--- config.mk ---
export PLATFORM = sky130hd
export DESIGN_NAME = jtdp_tap
export DESIGN_NICKNAME = d
export VERILOG_FILES = /design/src/jtdp_pkg.sv /design/src/jtdp_sync.sv /design/src/jtdp_tap.sv
export VERILOG_INCLUDE_DIRS = /design/src
export SDC_FILE = /design/constraint.sdc
export NUM_CORES = 1
export LEC_CHECK = 0
export ABC_AREA = 1
export BUFFER_PORTS_ARGS = -buffer_cell sky130_fd_sc_hd__buf_2
export CAP_MARGIN = 25
export CORE_MARGIN = 4
export CORE_UTILIZATION = 58
export DETAILED_ROUTE_END_ITERATION = 10
export PLACE_DENSITY = 0.77
export SLEW_MARGIN = 10
export SYNTH_ARGS = -nofsm -noshare
export SYNTH_HDL_FRONTEND = slang
export SYNTH_SLANG_ARGS = --single-unit
--- constraint.sdc ---
create_clock -name clk -period 1.9 [get_ports clk]
set_input_delay 0.095 -clock clk [delete_from_list [all_inputs] [get_ports clk]]
set_output_delay 0.095 -clock clk [all_outputs]
set_load 0.01 [all_outputs]
--- src/jtdp_consts.svh ---
// Constants of the test access port
`ifndef JTDP_CONSTS_SVH
`define JTDP_CONSTS_SVH
`define JTDP_IR_W 4
`define JTDP_IR_CAPTURE 4'h1
`define JTDP_IR_RESET 4'hE
`define JTDP_ID_W 32
`define JTDP_BSC_W 8
`define JTDP_PROG_W 16
`define JTDP_ISC_W 16
`define JTDP_BPC_W 16
`define JTDP_INS_EXTEST 4'h0
`define JTDP_INS_IDCODE 4'h1
`define JTDP_INS_SAMPLE 4'h2
`define JTDP_INS_PROG 4'h4
`define JTDP_INS_ISCAN 4'h8
`define JTDP_INS_BPSCAN 4'h9
`define JTDP_INS_BYPASS 4'hF
`define JTDP_SEL_IR 3'h0
`define JTDP_SEL_BYP 3'h1
`define JTDP_SEL_ID 3'h2
`define JTDP_SEL_BSC 3'h3
`define JTDP_SEL_PROG 3'h4
`define JTDP_SEL_ISC 3'h5
`define JTDP_SEL_BPC 3'h6
`endif

--- src/jtdp_pkg.sv ---
// Types of the test access port
package jtdp_pkg;
  typedef enum logic [3:0] {
    JTDP_TLR, JTDP_RTI, JTDP_SEL_DR, JTDP_CAP_DR, JTDP_SH_DR, JTDP_EX1_DR,
    JTDP_PA_DR, JTDP_EX2_DR, JTDP_UPD_DR, JTDP_SEL_IR, JTDP_CAP_IR,
    JTDP_SH_IR, JTDP_EX1_IR, JTDP_PA_IR, JTDP_EX2_IR, JTDP_UPD_IR
  } jtdp_state_t;
endpackage : jtdp_pkg

--- src/jtdp_sync.sv ---
// Two-stage synchroniser, both stages loaded high while in reset
`timescale 1ns/100ps
module jtdp_sync
(
  // Clock and reset
  input wire logic clk,
  input wire logic rstn,
  // Pin in, synchronised out
  input wire logic pin,
  output logic level
);
  logic stage1;
  logic next_stage1;
  logic next_level;

  always_comb
  begin
    next_stage1 = rstn ? pin : 1'b1;
    next_level = rstn ? stage1 : 1'b1;
  end

  always_ff @(posedge clk)
  begin
    stage1 <= next_stage1;
    level <= next_level;
  end
endmodule : jtdp_sync

--- src/jtdp_tap.sv ---
// Test access port: TAP state machine, instruction and data registers
//
// What this block does
// - Sixteen-state machine steered only by mode select
// - IR or one data register forms shift path
// - Instruction picks data register and its behaviour
// - Identification, bypass and boundary-scan registers present
// - Programming, internal scan, breakpoint chains present
// - State and registers advance on test clock rising edges; data out and its enable on falling
// - Tester drives data in; device shifts it
// - Selected register's bits appear on data out
// - No dedicated test reset input exists
// - Fuse unprogrammed: pins released, machine held reset
// - Fuse set, disable clear: active, pulled high
// - Data out floats unless shifting
// - Sixteen states, reset to test-logic-reset
// - Least significant bit shifts first
// - Five mode-select highs reach test-logic-reset
// - Four-bit IR captures 0x01 in capture-IR
`timescale 1ns/100ps
`include "jtdp_consts.svh"
module jtdp_tap
  import jtdp_pkg::*;
#(
  parameter logic [31:0] ID_VALUE = 32'h0000_0001 // Arbitrary value
)
(
  // Clock and reset
  input wire logic clk,
  input wire logic rstn,
  // Port enables
  input wire logic test_port_enable_fuse,
  input wire logic test_port_disable_bit,
  // Test pins
  input wire logic tck,
  input wire logic tms,
  input wire logic tdi,
  output logic tdo,
  output logic tdo_oe,
  output logic pins_active,
  output logic pullup_en,
  // Boundary and debug parallel side
  input wire logic [7:0] bsc_pins_in,
  output logic [7:0] bsc_pins_out,
  output logic bsc_drive,
  output logic [15:0] prog_word,
  output logic prog_strobe,
  output logic [15:0] iscan_word,
  output logic [15:0] bpscan_word,
  // System reset line, open drain
  input wire logic sys_reset_n_in,
  output logic sys_reset_seen,
  output logic sys_reset_n_out,
  output logic sys_reset_oe,
  input wire logic dbg_reset_req,
  // State for observation
  output logic [`JTDP_IR_W-1:0] instr
);
  // ****************************************************
  // Pin sampling
  // ****************************************************
  logic tck_s;
  logic tms_s;
  logic tdi_s;
  logic rst_s;
  logic tck_d;
  logic rise;
  logic fall;
  logic enabled;
  logic [7:0] bsc_s1;
  logic [7:0] bsc_s2;
  logic [7:0] next_bsc_s1;
  logic [7:0] next_bsc_s2;

  jtdp_sync u_tck (.clk(clk), .rstn(rstn), .pin(tck), .level(tck_s));
  jtdp_sync u_tms (.clk(clk), .rstn(rstn), .pin(tms), .level(tms_s));
  jtdp_sync u_tdi (.clk(clk), .rstn(rstn), .pin(tdi), .level(tdi_s));
  jtdp_sync u_rst (.clk(clk), .rstn(rstn), .pin(sys_reset_n_in),
    .level(rst_s));

  assign enabled = test_port_enable_fuse & ~test_port_disable_bit;
  assign rise = tck_s & ~tck_d;
  assign fall = ~tck_s & tck_d;

  // ****************************************************
  // Helpers
  // ****************************************************
  function automatic logic [2:0] sel_of(input logic [3:0] ins);
    unique case (ins)
      `JTDP_INS_IDCODE: sel_of = `JTDP_SEL_ID;
      `JTDP_INS_EXTEST, `JTDP_INS_SAMPLE: sel_of = `JTDP_SEL_BSC;
      `JTDP_INS_PROG: sel_of = `JTDP_SEL_PROG;
      `JTDP_INS_ISCAN: sel_of = `JTDP_SEL_ISC;
      `JTDP_INS_BPSCAN: sel_of = `JTDP_SEL_BPC;
      default: sel_of = `JTDP_SEL_BYP;
    endcase
  endfunction : sel_of

  function automatic jtdp_state_t step(input jtdp_state_t s,
    input logic m);
    unique case (s)
      JTDP_TLR: step = m ? JTDP_TLR : JTDP_RTI;
      JTDP_RTI: step = m ? JTDP_SEL_DR : JTDP_RTI;
      JTDP_SEL_DR: step = m ? JTDP_SEL_IR : JTDP_CAP_DR;
      JTDP_CAP_DR: step = m ? JTDP_EX1_DR : JTDP_SH_DR;
      JTDP_SH_DR: step = m ? JTDP_EX1_DR : JTDP_SH_DR;
      JTDP_EX1_DR: step = m ? JTDP_UPD_DR : JTDP_PA_DR;
      JTDP_PA_DR: step = m ? JTDP_EX2_DR : JTDP_PA_DR;
      JTDP_EX2_DR: step = m ? JTDP_UPD_DR : JTDP_SH_DR;
      JTDP_UPD_DR: step = m ? JTDP_SEL_DR : JTDP_RTI;
      JTDP_SEL_IR: step = m ? JTDP_TLR : JTDP_CAP_IR;
      JTDP_CAP_IR: step = m ? JTDP_EX1_IR : JTDP_SH_IR;
      JTDP_SH_IR: step = m ? JTDP_EX1_IR : JTDP_SH_IR;
      JTDP_EX1_IR: step = m ? JTDP_UPD_IR : JTDP_PA_IR;
      JTDP_PA_IR: step = m ? JTDP_EX2_IR : JTDP_PA_IR;
      JTDP_EX2_IR: step = m ? JTDP_UPD_IR : JTDP_SH_IR;
      JTDP_UPD_IR: step = m ? JTDP_SEL_DR : JTDP_RTI;
    endcase
  endfunction : step

  // ****************************************************
  // TAP state and registers
  // ****************************************************
  jtdp_state_t state;
  jtdp_state_t next_state;
  logic [3:0] ir_sh;
  logic [3:0] next_ir_sh;
  logic [3:0] next_instr;
  logic byp;
  logic next_byp;
  logic [31:0] id_sh;
  logic [31:0] next_id_sh;
  logic [7:0] bsc_sh;
  logic [7:0] next_bsc_sh;
  logic [7:0] next_bsc_pins_out;
  logic [15:0] prog_sh;
  logic [15:0] next_prog_sh;
  logic [15:0] next_prog_word;
  logic next_prog_strobe;
  logic [15:0] isc_sh;
  logic [15:0] next_isc_sh;
  logic [15:0] next_iscan_word;
  logic [15:0] bpc_sh;
  logic [15:0] next_bpc_sh;
  logic [15:0] next_bpscan_word;
  logic next_tdo;
  logic next_tdo_oe;
  logic shifting;
  logic [2:0] sel;

  assign sel = sel_of(instr);
  // Decoded from the state alone, high in Shift-DR or Shift-IR; no separate test reset pin
  assign shifting = (state == JTDP_SH_DR) || (state == JTDP_SH_IR);

  always_comb
  begin
    next_state = state;
    next_ir_sh = ir_sh;
    next_instr = instr;
    next_byp = byp;
    next_id_sh = id_sh;
    next_bsc_sh = bsc_sh;
    next_bsc_pins_out = bsc_pins_out;
    next_prog_sh = prog_sh;
    next_prog_word = prog_word;
    next_prog_strobe = 1'b0;
    next_isc_sh = isc_sh;
    next_iscan_word = iscan_word;
    next_bpc_sh = bpc_sh;
    next_bpscan_word = bpscan_word;
    next_tdo = tdo;
    next_tdo_oe = tdo_oe;
    if (!enabled)
    begin
      next_state = JTDP_TLR;
      next_instr = `JTDP_IR_RESET;
      next_tdo_oe = 1'b0;
    end
    else
    begin
      if (rise)
      begin
        next_state = step(state, tms_s);
        unique case (state)
          JTDP_TLR: next_instr = `JTDP_IR_RESET;
          JTDP_CAP_IR: next_ir_sh = `JTDP_IR_CAPTURE;
          JTDP_SH_IR: next_ir_sh = {tdi_s, ir_sh[3:1]};
          JTDP_UPD_IR: next_instr = ir_sh;
          JTDP_CAP_DR:
          begin
            next_byp = 1'b0;
            next_id_sh = ID_VALUE;
            next_bsc_sh = bsc_s2;
            next_prog_sh = prog_word;
            next_isc_sh = iscan_word;
            next_bpc_sh = bpscan_word;
          end
          JTDP_SH_DR:
          begin
            unique case (sel)
              `JTDP_SEL_ID: next_id_sh = {tdi_s, id_sh[31:1]};
              `JTDP_SEL_BSC: next_bsc_sh = {tdi_s, bsc_sh[7:1]};
              `JTDP_SEL_PROG: next_prog_sh = {tdi_s, prog_sh[15:1]};
              `JTDP_SEL_ISC: next_isc_sh = {tdi_s, isc_sh[15:1]};
              `JTDP_SEL_BPC: next_bpc_sh = {tdi_s, bpc_sh[15:1]};
              default: next_byp = tdi_s;
            endcase
          end
          JTDP_UPD_DR:
          begin
            unique case (sel)
              `JTDP_SEL_BSC: next_bsc_pins_out = bsc_sh;
              `JTDP_SEL_PROG:
              begin
                next_prog_word = prog_sh;
                next_prog_strobe = 1'b1;
              end
              `JTDP_SEL_ISC: next_iscan_word = isc_sh;
              `JTDP_SEL_BPC: next_bpscan_word = bpc_sh;
              default: next_instr = instr;
            endcase
          end
          default: next_state = step(state, tms_s);
        endcase
        if (next_state == JTDP_TLR)
          next_instr = `JTDP_IR_RESET;
      end
      // Output changes on the falling edge so tester samples stable data
      if (fall)
      begin
        next_tdo_oe = shifting;
        if (state == JTDP_SH_IR)
          next_tdo = ir_sh[0];
        else
        begin
          unique case (sel)
            `JTDP_SEL_ID: next_tdo = id_sh[0];
            `JTDP_SEL_BSC: next_tdo = bsc_sh[0];
            `JTDP_SEL_PROG: next_tdo = prog_sh[0];
            `JTDP_SEL_ISC: next_tdo = isc_sh[0];
            `JTDP_SEL_BPC: next_tdo = bpc_sh[0];
            default: next_tdo = byp;
          endcase
        end
      end
    end
  end

  always_ff @(posedge clk)
  begin
    if (!rstn)
    begin
      state <= JTDP_TLR;
      ir_sh <= `JTDP_IR_CAPTURE;
      instr <= `JTDP_IR_RESET;
      byp <= 1'b0;
      id_sh <= 32'h0000_0000;
      bsc_sh <= 8'h00;
      bsc_pins_out <= 8'h00;
      prog_sh <= 16'h0000;
      prog_word <= 16'h0000;
      prog_strobe <= 1'b0;
      isc_sh <= 16'h0000;
      iscan_word <= 16'h0000;
      bpc_sh <= 16'h0000;
      bpscan_word <= 16'h0000;
      tdo <= 1'b1;
      tdo_oe <= 1'b0;
      tck_d <= 1'b1;
    end
    else
    begin
      state <= next_state;
      ir_sh <= next_ir_sh;
      instr <= next_instr;
      byp <= next_byp;
      id_sh <= next_id_sh;
      bsc_sh <= next_bsc_sh;
      bsc_pins_out <= next_bsc_pins_out;
      prog_sh <= next_prog_sh;
      prog_word <= next_prog_word;
      prog_strobe <= next_prog_strobe;
      isc_sh <= next_isc_sh;
      iscan_word <= next_iscan_word;
      bpc_sh <= next_bpc_sh;
      bpscan_word <= next_bpscan_word;
      tdo <= next_tdo;
      tdo_oe <= next_tdo_oe;
      tck_d <= tck_s;
    end
  end

  // ****************************************************
  // Port ownership, boundary drive and system reset line
  // ****************************************************
  logic next_pins_active;
  logic next_bsc_drive;
  logic next_seen;
  logic next_rst_oe;

  always_comb
  begin
    next_pins_active = enabled;
    next_bsc_drive = enabled && (instr == `JTDP_INS_EXTEST);
    next_seen = enabled && !rst_s;
    next_rst_oe = enabled && dbg_reset_req;
    next_bsc_s1 = bsc_pins_in;
    next_bsc_s2 = bsc_s1;
  end

  always_ff @(posedge clk)
  begin
    if (!rstn)
    begin
      pins_active <= 1'b0;
      pullup_en <= 1'b0;
      bsc_drive <= 1'b0;
      sys_reset_seen <= 1'b0;
      sys_reset_n_out <= 1'b0;
      sys_reset_oe <= 1'b0;
      bsc_s1 <= 8'h00;
      bsc_s2 <= 8'h00;
    end
    else
    begin
      pins_active <= next_pins_active;
      pullup_en <= next_pins_active;
      bsc_drive <= next_bsc_drive;
      sys_reset_seen <= next_seen;
      sys_reset_n_out <= 1'b0;
      sys_reset_oe <= next_rst_oe;
      bsc_s1 <= next_bsc_s1;
      bsc_s2 <= next_bsc_s2;
    end
  end
endmodule : jtdp_tap

==> results of run 1 <==
-- power by group through the flow --
stage          clock, uW  sequential, uW  combinational (uW)
2_1_floorplan          0            4090                 130
3_3_place_gp           0            4090                 197
3_5_place_dp           0            4090                 199
4_1_cts             4360            4000                 223
5_1_grt             4520            4000                 255
6_report            4310            4000                 229
-- synth_stat cells --
cell | n | area [sq um]
a211oi_1 | 78 | 585.6
a211oi_2 | 24 | 300.3
a21oi_1 | 102 | 510.5
a21oi_2 | 2 | 17.52
a311oi_1 | 1 | 8.760
a31oi_1 | 1 | 6.260
buf_1 | 2 | 7.510
buf_2 | 18 | 90.09
buf_4 | 3 | 22.52
buf_6 | 3 | 33.78
clkbuf_1 | 41 | 153.9
conb_1 | 1 | 3.750
dfxtp_1 | 189 | 3784
inv_1 | 145 | 544.3
inv_2 | 9 | 33.78
nand2_1 | 109 | 409.1
nand2_2 | 1 | 6.260
nand2_4 | 2 | 22.52
nand3_1 | 28 | 140.1
nand4_1 | 31 | 193.9
nor2_1 | 85 | 319.1
nor2_2 | 3 | 18.77
nor2_4 | 2 | 22.52
nor3_1 | 1 | 5.000
nor4_1 | 1 | 6.260
o211ai_1 | 4 | 30.03
o21ai_0 | 67 | 335.3
o21ai_1 | 1 | 5.000
o21ai_2 | 2 | 17.52
o21ai_4 | 2 | 32.53
o21bai_1 | 1 | 7.510
o21bai_4 | 1 | 18.77
o22ai_1 | 2 | 12.51
o31ai_1 | 1 | 7.510
or2_2 | 11 | 68.82
-- worst max-delay path, stage by stage, from the launching register on --
cell and delay (ns):
dfxtp_4 0.36, inv_2 0.07, nand2_2 0.07, inv_2 0.13
nand2_8 0.08, nand2_4 0.08, inv_2 0.05, nor2_4 0.09
buf_12 0.18, o21ai_2 0.23, a211oi_1 0.25, a211oi_1 0.06
-- cell type report --
type                       instances  area, sq um
clock buffer                      19        442.9
tap                              176        220.2
fill                            1019         3690
clock inverter                    13        280.3
sequential                       189         3796
multi-input combinational        566         3198
timing repair buffer             134        984.7
inverter                         154        578.1
-- flip-flops by register name (all words and copies together), names as in the netlist, 4 cells and up --
signal,cells
bpscan_word,16
iscan_word,16
id_sh,32
bsc_s2,8
isc_sh,16
bsc_s1,8
state,4
prog_word,16
prog_sh,16
ir_sh,4
bsc_sh,8
instr,4
bsc_pins_out,8
bpc_sh,16
-- stage by stage --
stage	cell area (sq um)	TNS [ns]	power (uW)
finish	9500	0	8540
global placement	8487	0	4287
global route	9500	-0.1756	8769
floorplan	7781	0	4217
detailed placement	8487	0	4290
CTS	9375	-0.06790	8585
-- metal layers --
| layer | part of all wire (%) | routed length, um | vias to the layer above |
|---|---|---|---|
| li1 | - | - | 3415 |
| met1 | 46 | 8379 | 3201 |
| met2 | 48 | 8702 | 187 |
| met3 | 4.9 | 897 | 29 |
| met4 | 1.8 | 323 | 0 |
| met5 | 0 | 0 | - |
-- worst paths after layout --
kind / start / to / slack [ns] / depth (start not counted)
setup / recovery: state[3] / prog_sh[7] / 0.08 / 11
hold / removal: test_port_disable_bit / tdo / 0.08 / 5
setup reg to reg: state[3] / prog_sh[7] / 0.08 / 11
hold reg to reg: u_rst.level / sys_reset_seen / 0.38 / 1
-- repair_timing --
| item | CTS | global route |
|---|---|---|
| setup buffers | 0 | 6 |
| resized for setup | 5 | 17 |
| pin swaps | 0 | 3 |
| cloned | 1 | 1 |
| hold buffers | 14 | 0 |
| setup endpoints to repair | 10 | 142 |
| endpoints found under the hold margin | 13 | 0 |
-- kinds of logic after synthesis --
logic type / count (synthesis) / share of synthesized area, %
compound gates: 289 / 24.36
buf+inv: 221 / 11.38
flops: 189 / 48.63
other cells: 1 / 0.04819
simple gates: 274 / 15.58
==> results.sh, run 1 <==
export IMPL_status="completed"
export IMPL_grt_busiest_layer="met2"
export IMPL_num_rows=42
export IMPL_p_per_area_nw_per_um2=898.9
export IMPL_crit_arrival_ns=2.10
export IMPL_drtIter0Drc=602
export IMPL_ys_seq_elements=189
export IMPL_fin_ws_ns=0.07613
export IMPL_cts_buffers=17
export IMPL_netSwitchingPower_uw=1686
export IMPL_max_clock_freq_mhz=548.3
export IMPL_clock_root_buffer="clkbuf_16"
export IMPL_cp_start_kind="register"
export IMPL_synthCells=974
export IMPL_drc=0
export IMPL_vias_per_cell=5.461
export IMPL_n_antenna_cell=0
export IMPL_antenna_found_initial=0
export IMPL_worstMarginPinSlew_ns=0.6970
export IMPL_leakage_uw=0.003721
export IMPL_synth_distinct_cells=35
export IMPL_clkTransAtPathRegs_ns=0.07
export IMPL_start_util_pct=58.99
export IMPL_syn_cell_area_sq_um=7781
export IMPL_switching_share_pct=19.74
export IMPL_grt_overflow=0
export IMPL_dp_hpwl_um=11190
export IMPL_synth_nets=991
export IMPL_syn_avg_cell_area_sq_um=7.989
export IMPL_met3_usage_pct=4.269
export IMPL_clkSinkCount=189
export IMPL_grtUsageMet1_pct=32.66
export IMPL_grt_pass1_vias=6072
export IMPL_setup_violations=0
export IMPL_finalNonFillerCells=1251
export IMPL_place_gp_congestion=0.9001
export IMPL_core_sq_um=13190
export IMPL_drive_gt1_share_pct=21.02
export IMPL_avgRoutedWirePerCell_um=14.63
export IMPL_relSlewSlack_pct=53.53
export IMPL_grt_util_met2_pct=38.83
export IMPL_grt_max_degree=62
export IMPL_syn_to_final_growth_pct=22.09
export IMPL_final_common_cell="dfxtp_1"
export IMPL_clkPwrFrac_pct=50.5
export IMPL_dr_pass1_iters=5
export IMPL_period_minus_slack_ns=1.824
export IMPL_holdWs_ns=0.08484
export IMPL_hold_violations=0
export IMPL_final_max_slew_viol_count=0
export IMPL_yosysSeqAreaShare_pct=48.63
export IMPL_wirelength_um=18300
export IMPL_cap_violations=0
export IMPL_critPathKind="reg2reg"
export IMPL_die_h_um=123.8
export IMPL_ant_nets=0
export IMPL_min_path_type="in2reg"
export IMPL_cts_buffer_depth=2
export IMPL_mostFrequentLayoutCells="dfxtp_1, inv_1, nand2_1"
export IMPL_fp_dieArea_sq_um=15330
export IMPL_finalCritPeriodShare_pct=95.99
export IMPL_rsz0062_at_grt="yes"
export IMPL_comb_power_share_pct=2.7
export IMPL_p_int_uw=6854
export IMPL_track_usage_pct=24.03
export IMPL_final_net_count=1079
export IMPL_port_buffers=84
export IMPL_required_ns=2.18
export IMPL_vias=6832
export IMPL_skew_ns=0.009141
export IMPL_ys_warn_count=0
export IMPL_place_inst=1197
export IMPL_die_x_um=123.8
export IMPL_power_frac_seq_pct=46.8
export IMPL_vdd_drop_max_mv=0.6210
export IMPL_dpl_worst_slack_ns=0.01160
export IMPL_htreeDepth=4
export IMPL_worstPathMaxFanout=20
export IMPL_io_pins=86
export IMPL_fin_util_pct=72.03
export IMPL_tritoncts="done"
export IMPL_clk_latency_ns=0.43
export IMPL_end_kind="register"
export IMPL_grt_pass1_wl_um=29480
No activity file was read; power rests on OpenSTA's default activity.
==> run 2, diff against run 1 <==
Settings changed: BUFFER_PORTS_ARGS -buffer_cell sky130_fd_sc_hd__buf_2 to -buffer_cell sky130_fd_sc_hd__buf_4.
==> results.sh, run 2 (synthesized netlist as in run 1, its figures left out) <==
export IMPL_dpl_worst_slack_ns=-0.03776
export IMPL_status="completed"
export IMPL_die_h_um=123.8
export IMPL_finalCritPeriodShare_pct=95.60
export IMPL_period_minus_slack_ns=1.816
export IMPL_n_antenna_cell=0
export IMPL_grt_overflow=0
export IMPL_largest_reg_flops=32
export IMPL_cts_buffer_depth=2
export IMPL_min_path_type="in2reg"
export IMPL_place_gp_congestion=0.9302
export IMPL_required_ns=2.19
export IMPL_drive_gt1_share_pct=23.31
export IMPL_tritoncts="done"
export IMPL_htreeDepth=4
export IMPL_clkSinkCount=189
export IMPL_relSlewSlack_pct=62.35
export IMPL_port_buffers=84
export IMPL_worstMarginPinSlew_ns=0.5626
export IMPL_fin_ws_ns=0.08365
export IMPL_fin_util_pct=72.84
export IMPL_worstPathMaxFanout=16
export IMPL_ant_nets=0
export IMPL_rsz0062_at_grt="yes"
export IMPL_grt_pass1_vias=6046
export IMPL_crit_arrival_ns=2.11
export IMPL_clkTransAtPathRegs_ns=0.06
export IMPL_core_sq_um=13190
export IMPL_cap_violations=0
export IMPL_drtIter0Drc=598
export IMPL_vias=6714
export IMPL_die_x_um=123.8
export IMPL_vdd_drop_max_mv=0.5480
export IMPL_leakage_uw=0.003656
export IMPL_io_pins=86
export IMPL_fp_dieArea_sq_um=15330
export IMPL_dp_hpwl_um=11180
export IMPL_max_clock_freq_mhz=550.6
export IMPL_mostFrequentLayoutCells="dfxtp_1, inv_1, buf_4"
export IMPL_cts_buffers=17
export IMPL_start_util_pct=58.99
export IMPL_vias_per_cell=5.341
export IMPL_syn_to_final_growth_pct=23.48
export IMPL_hold_violations=0
export IMPL_dr_pass1_iters=5
export IMPL_clock_root_buffer="clkbuf_16"
export IMPL_antenna_found_initial=0
export IMPL_final_max_slew_viol_count=0
export IMPL_cp_start_kind="register"
export IMPL_tns_ns=0
export IMPL_wirelength_um=17780
export IMPL_grt_pass1_wl_um=28910
export IMPL_setup_violations=0
export IMPL_critPathKind="reg2reg"
export IMPL_end_kind="register"
export IMPL_grt_max_degree=46
export IMPL_final_net_count=1085
export IMPL_final_common_cell="dfxtp_1"
export IMPL_drc=0
export IMPL_p_per_area_nw_per_um2=788.8
export IMPL_clk_latency_ns=0.43
export IMPL_skew_ns=0.006238
export IMPL_track_usage_pct=23.29
export IMPL_avgRoutedWirePerCell_um=14.14
export IMPL_largest_register="id_sh"
export IMPL_num_rows=42
run 2: cell type report:
class                           count  area [sq um]
Sequential cell                   189          3794
Fill cell                        1050          3582
Multi-Input combinational cell    567          3318
Timing Repair Buffer              139          1136
Inverter                          154         580.6
Clock buffer                       24         501.7
Tap cell                          176         220.2
Clock inverter                      8         57.56
run 2: routing by layer:
layer,track usage [%],routed length (um),vias to the layer above
met4,6.920,265,0
li1,-,-,3443
met2,36.16,8201,157
met1,33.11,8461,3092
met3,4.360,849,22
met5,0,0,-
run 2: through the flow:
stage	total power (uW)	hold WS (ns)	instances	cell area [sq um]
global placement	4289	0.2831	1198	8605
floorplan	4217	0.1926	974	7781
CTS	7611	0.05377	1246	9371
detailed placement	4292	0.2870	1198	8605
finish	7578	0.07227	1257	9608
global route	7793	0.08460	1257	9608
run 2: worst paths after layout:
path / from / end / slack (ns) / cells after the start
worst max-delay path: state[2] / prog_sh[1] / 0.08 / 10
worst min-delay path: rstn / bsc_s2[7] / 0.07 / 3
worst max register to register: state[2] / prog_sh[1] / 0.08 / 10
worst min register to register: u_rst.level / sys_reset_seen / 0.38 / 1
run 2: repair_timing:
| action | in CTS | in global routing |
|---|---|---|
| endpoints found under the hold margin | 13 | 0 |
| setup endpoints to repair | 34 | 70 |
| hold buffers | 14 | 0 |
| buffers inserted | 0 | 10 |
| resized for setup | 12 | 38 |
| cloned | 2 | 1 |
| pin swaps | 0 | 5 |
run 2: critical path, stage by stage, from the launching register on:
cell,delay [ns]
dfxtp_2,0.38
nand2_1,0.10
inv_2,0.15
nand2_8,0.09
nand2_4,0.09
inv_2,0.05
nor2_4,0.16
buf_12,0.18
o21ai_4,0.16
a211oi_1,0.23
a211oi_1,0.07
run 2: power by group:
part / total (uW) / switching, uW / internal, uW
Combinational: 235 / 144 / 90.7
Clock: 3350 / 1490 / 1850
Sequential: 4000 / 11.1 / 3990
==> run 3, diff against run 2 <==
--- a/config.mk
+++ b/config.mk
@@ -15,2 +15,3 @@
 export PLACE_DENSITY = 0.77
+export RECOVER_POWER = 25
 export SLEW_MARGIN = 10
--- a/constraint.sdc
+++ b/constraint.sdc
@@ -3,2 +3,2 @@
 set_output_delay 0.095 -clock clk [all_outputs]
-set_load 0.01 [all_outputs]
+set_load 0.005 [all_outputs]
==> results.sh, run 3 (synthesized netlist as in run 1, its figures left out) <==
export IMPL_dp_hpwl_um=11180
export IMPL_mostFrequentLayoutCells="dfxtp_1, inv_1, nand2_1"
export IMPL_ant_nets=0
export IMPL_vdd_drop_max_mv=0.5485
export IMPL_syn_to_final_growth_pct=23.15
export IMPL_track_usage_pct=23.29
export IMPL_final_common_cell="dfxtp_1"
export IMPL_drt_met1_wl_um=8523
export IMPL_largest_register="id_sh"
export IMPL_vias=6731
export IMPL_leakage_uw=0.003616
export IMPL_clkSinkCount=189
export IMPL_final_max_slew_viol_count=0
export IMPL_final_net_count=1085
export IMPL_path_buf_inv=3
export IMPL_path_cells="nand2_1 > inv_2 > nand2_8 > nand2_4 > inv_2 > nor2_4 > buf_12 > o21ai_4 > a211oi_1 > a211oi_1"
export IMPL_skew_ns=0.008248
export IMPL_period_minus_slack_ns=1.820
export IMPL_htreeDepth=4
export IMPL_worstPathMaxFanout=16
export IMPL_cap_violations=0
export IMPL_grt_pass1_wl_um=28910
export IMPL_core_sq_um=13190
export IMPL_worstMarginPinSlew_ns=1.363
export IMPL_end_kind="register"
export IMPL_vias_per_cell=5.355
export IMPL_required_ns=2.19
export IMPL_cts_buffer_depth=2
export IMPL_port_buffers=84
export IMPL_die_h_um=123.8
export IMPL_dr_max_layer_used="met4"
export IMPL_holdWs_ns=0.06295
export IMPL_cts_buffers=17
export IMPL_critPathTopFamily="compound AO/OA/AOI/OAI gates"
export IMPL_grt_pass1_vias=6046
export IMPL_place_gp_congestion=0.9302
export IMPL_die_x_um=123.8
export IMPL_critPathKind="reg2reg"
export IMPL_n_antenna_cell=0
export IMPL_avgRoutedWirePerCell_um=14.10
export IMPL_dr_pass1_iters=5
export IMPL_cp_slowest_stage_delay_ns=0.38
export IMPL_p_per_area_nw_per_um2=790.0
export IMPL_finalNonFillerCells=1257
export IMPL_min_path_type="in2reg"
export IMPL_dpl_worst_slack_ns=-0.03776
export IMPL_place_inst=1198
export IMPL_clk_latency_ns=0.43
export IMPL_wirelength_um=17720
export IMPL_grt_overflow=0
export IMPL_finalCritPeriodShare_pct=95.79
export IMPL_drtIter0Drc=611
export IMPL_crit_arrival_ns=2.11
export IMPL_setup_violations=0
export IMPL_fin_ws_ns=0.07998
export IMPL_status="completed"
export IMPL_clkTransAtPathRegs_ns=0.06
export IMPL_drc=0
export IMPL_max_clock_freq_mhz=549.4
export IMPL_fp_dieArea_sq_um=15330
export IMPL_drive_gt1_share_pct=22.66
export IMPL_route_met3_wl_um=813
export IMPL_num_rows=42
export IMPL_io_pins=86
export IMPL_cp_start_kind="register"
export IMPL_tritoncts="done"
export IMPL_largest_reg_flops=32
export IMPL_clock_root_buffer="clkbuf_16"
export IMPL_met2_length_um=8122
export IMPL_hold_violations=0
export IMPL_relSlewSlack_pct=9.115
export IMPL_antenna_found_initial=0
export IMPL_start_util_pct=58.99
export IMPL_grt_max_degree=46
export IMPL_rsz0062_at_grt="yes"
export IMPL_slowest_stage="dfxtp_2"
-- run 3: worst paths after layout --
kind | start | endpoint | slack, ns | cells past startpoint
min reg2reg | u_rst.level | sys_reset_seen | 0.38 | 1
max | state[2] | prog_sh[1] | 0.08 | 10
max reg2reg | state[2] | prog_sh[1] | 0.08 | 10
min | rstn | bsc_s2[7] | 0.06 | 3
-- run 3: worst min-delay path: stages --
cell and delay, ns:
buf_4 0.22, nand2_1 0.09, inv_1 0.03
-- run 3: metal layers --
| layer | vias up | GRT usage, % |
|---|---|---|
| li1 | 3444 | - |
| met1 | 3099 | 33.11 |
| met2 | 166 | 36.16 |
| met3 | 22 | 4.360 |
| met4 | 0 | 6.920 |
| met5 | - | 0 |
-- run 3: power breakdown --
group	switching [uW]	leakage, uW	internal, uW
clock	1490	0.000277	1850
combinational	141	0.00181	88.6
sequential	11.2	0.00153	3990
-- run 3: layout make-up --
type | instances | area (sq um)
clock buffers | 24 | 501.7
clock inverters | 8 | 57.56
fillers | 1060 | 3607
inverters | 154 | 580.6
multi-input cells | 567 | 3318
flip-flops and latches | 189 | 3794
well taps | 176 | 220.2
repair buffers | 139 | 1111
-- run 3: timing repair --
item,in CTS,in global routing
buffers inserted,0,10
setup endpoints to repair,34,70
hold buffers,14,0
pin swaps,0,5
resized for setup,12,38
endpoints found under the hold margin,13,0
cloned,2,1
-- run 3: stage by stage --
stage | util (%) | setup TNS [ns] | area (sq um) | power, uW
finish | 72.65 | 0 | 9583 | 7570
global route | 72.65 | -0.2556 | 9583 | 7789
CTS | 71.05 | 0 | 9371 | 7609
detailed placement | 65.23 | -0.09320 | 8605 | 4291
global placement | 65.23 | 0 | 8605 | 4287
floorplan | - | 0 | 7781 | 4215
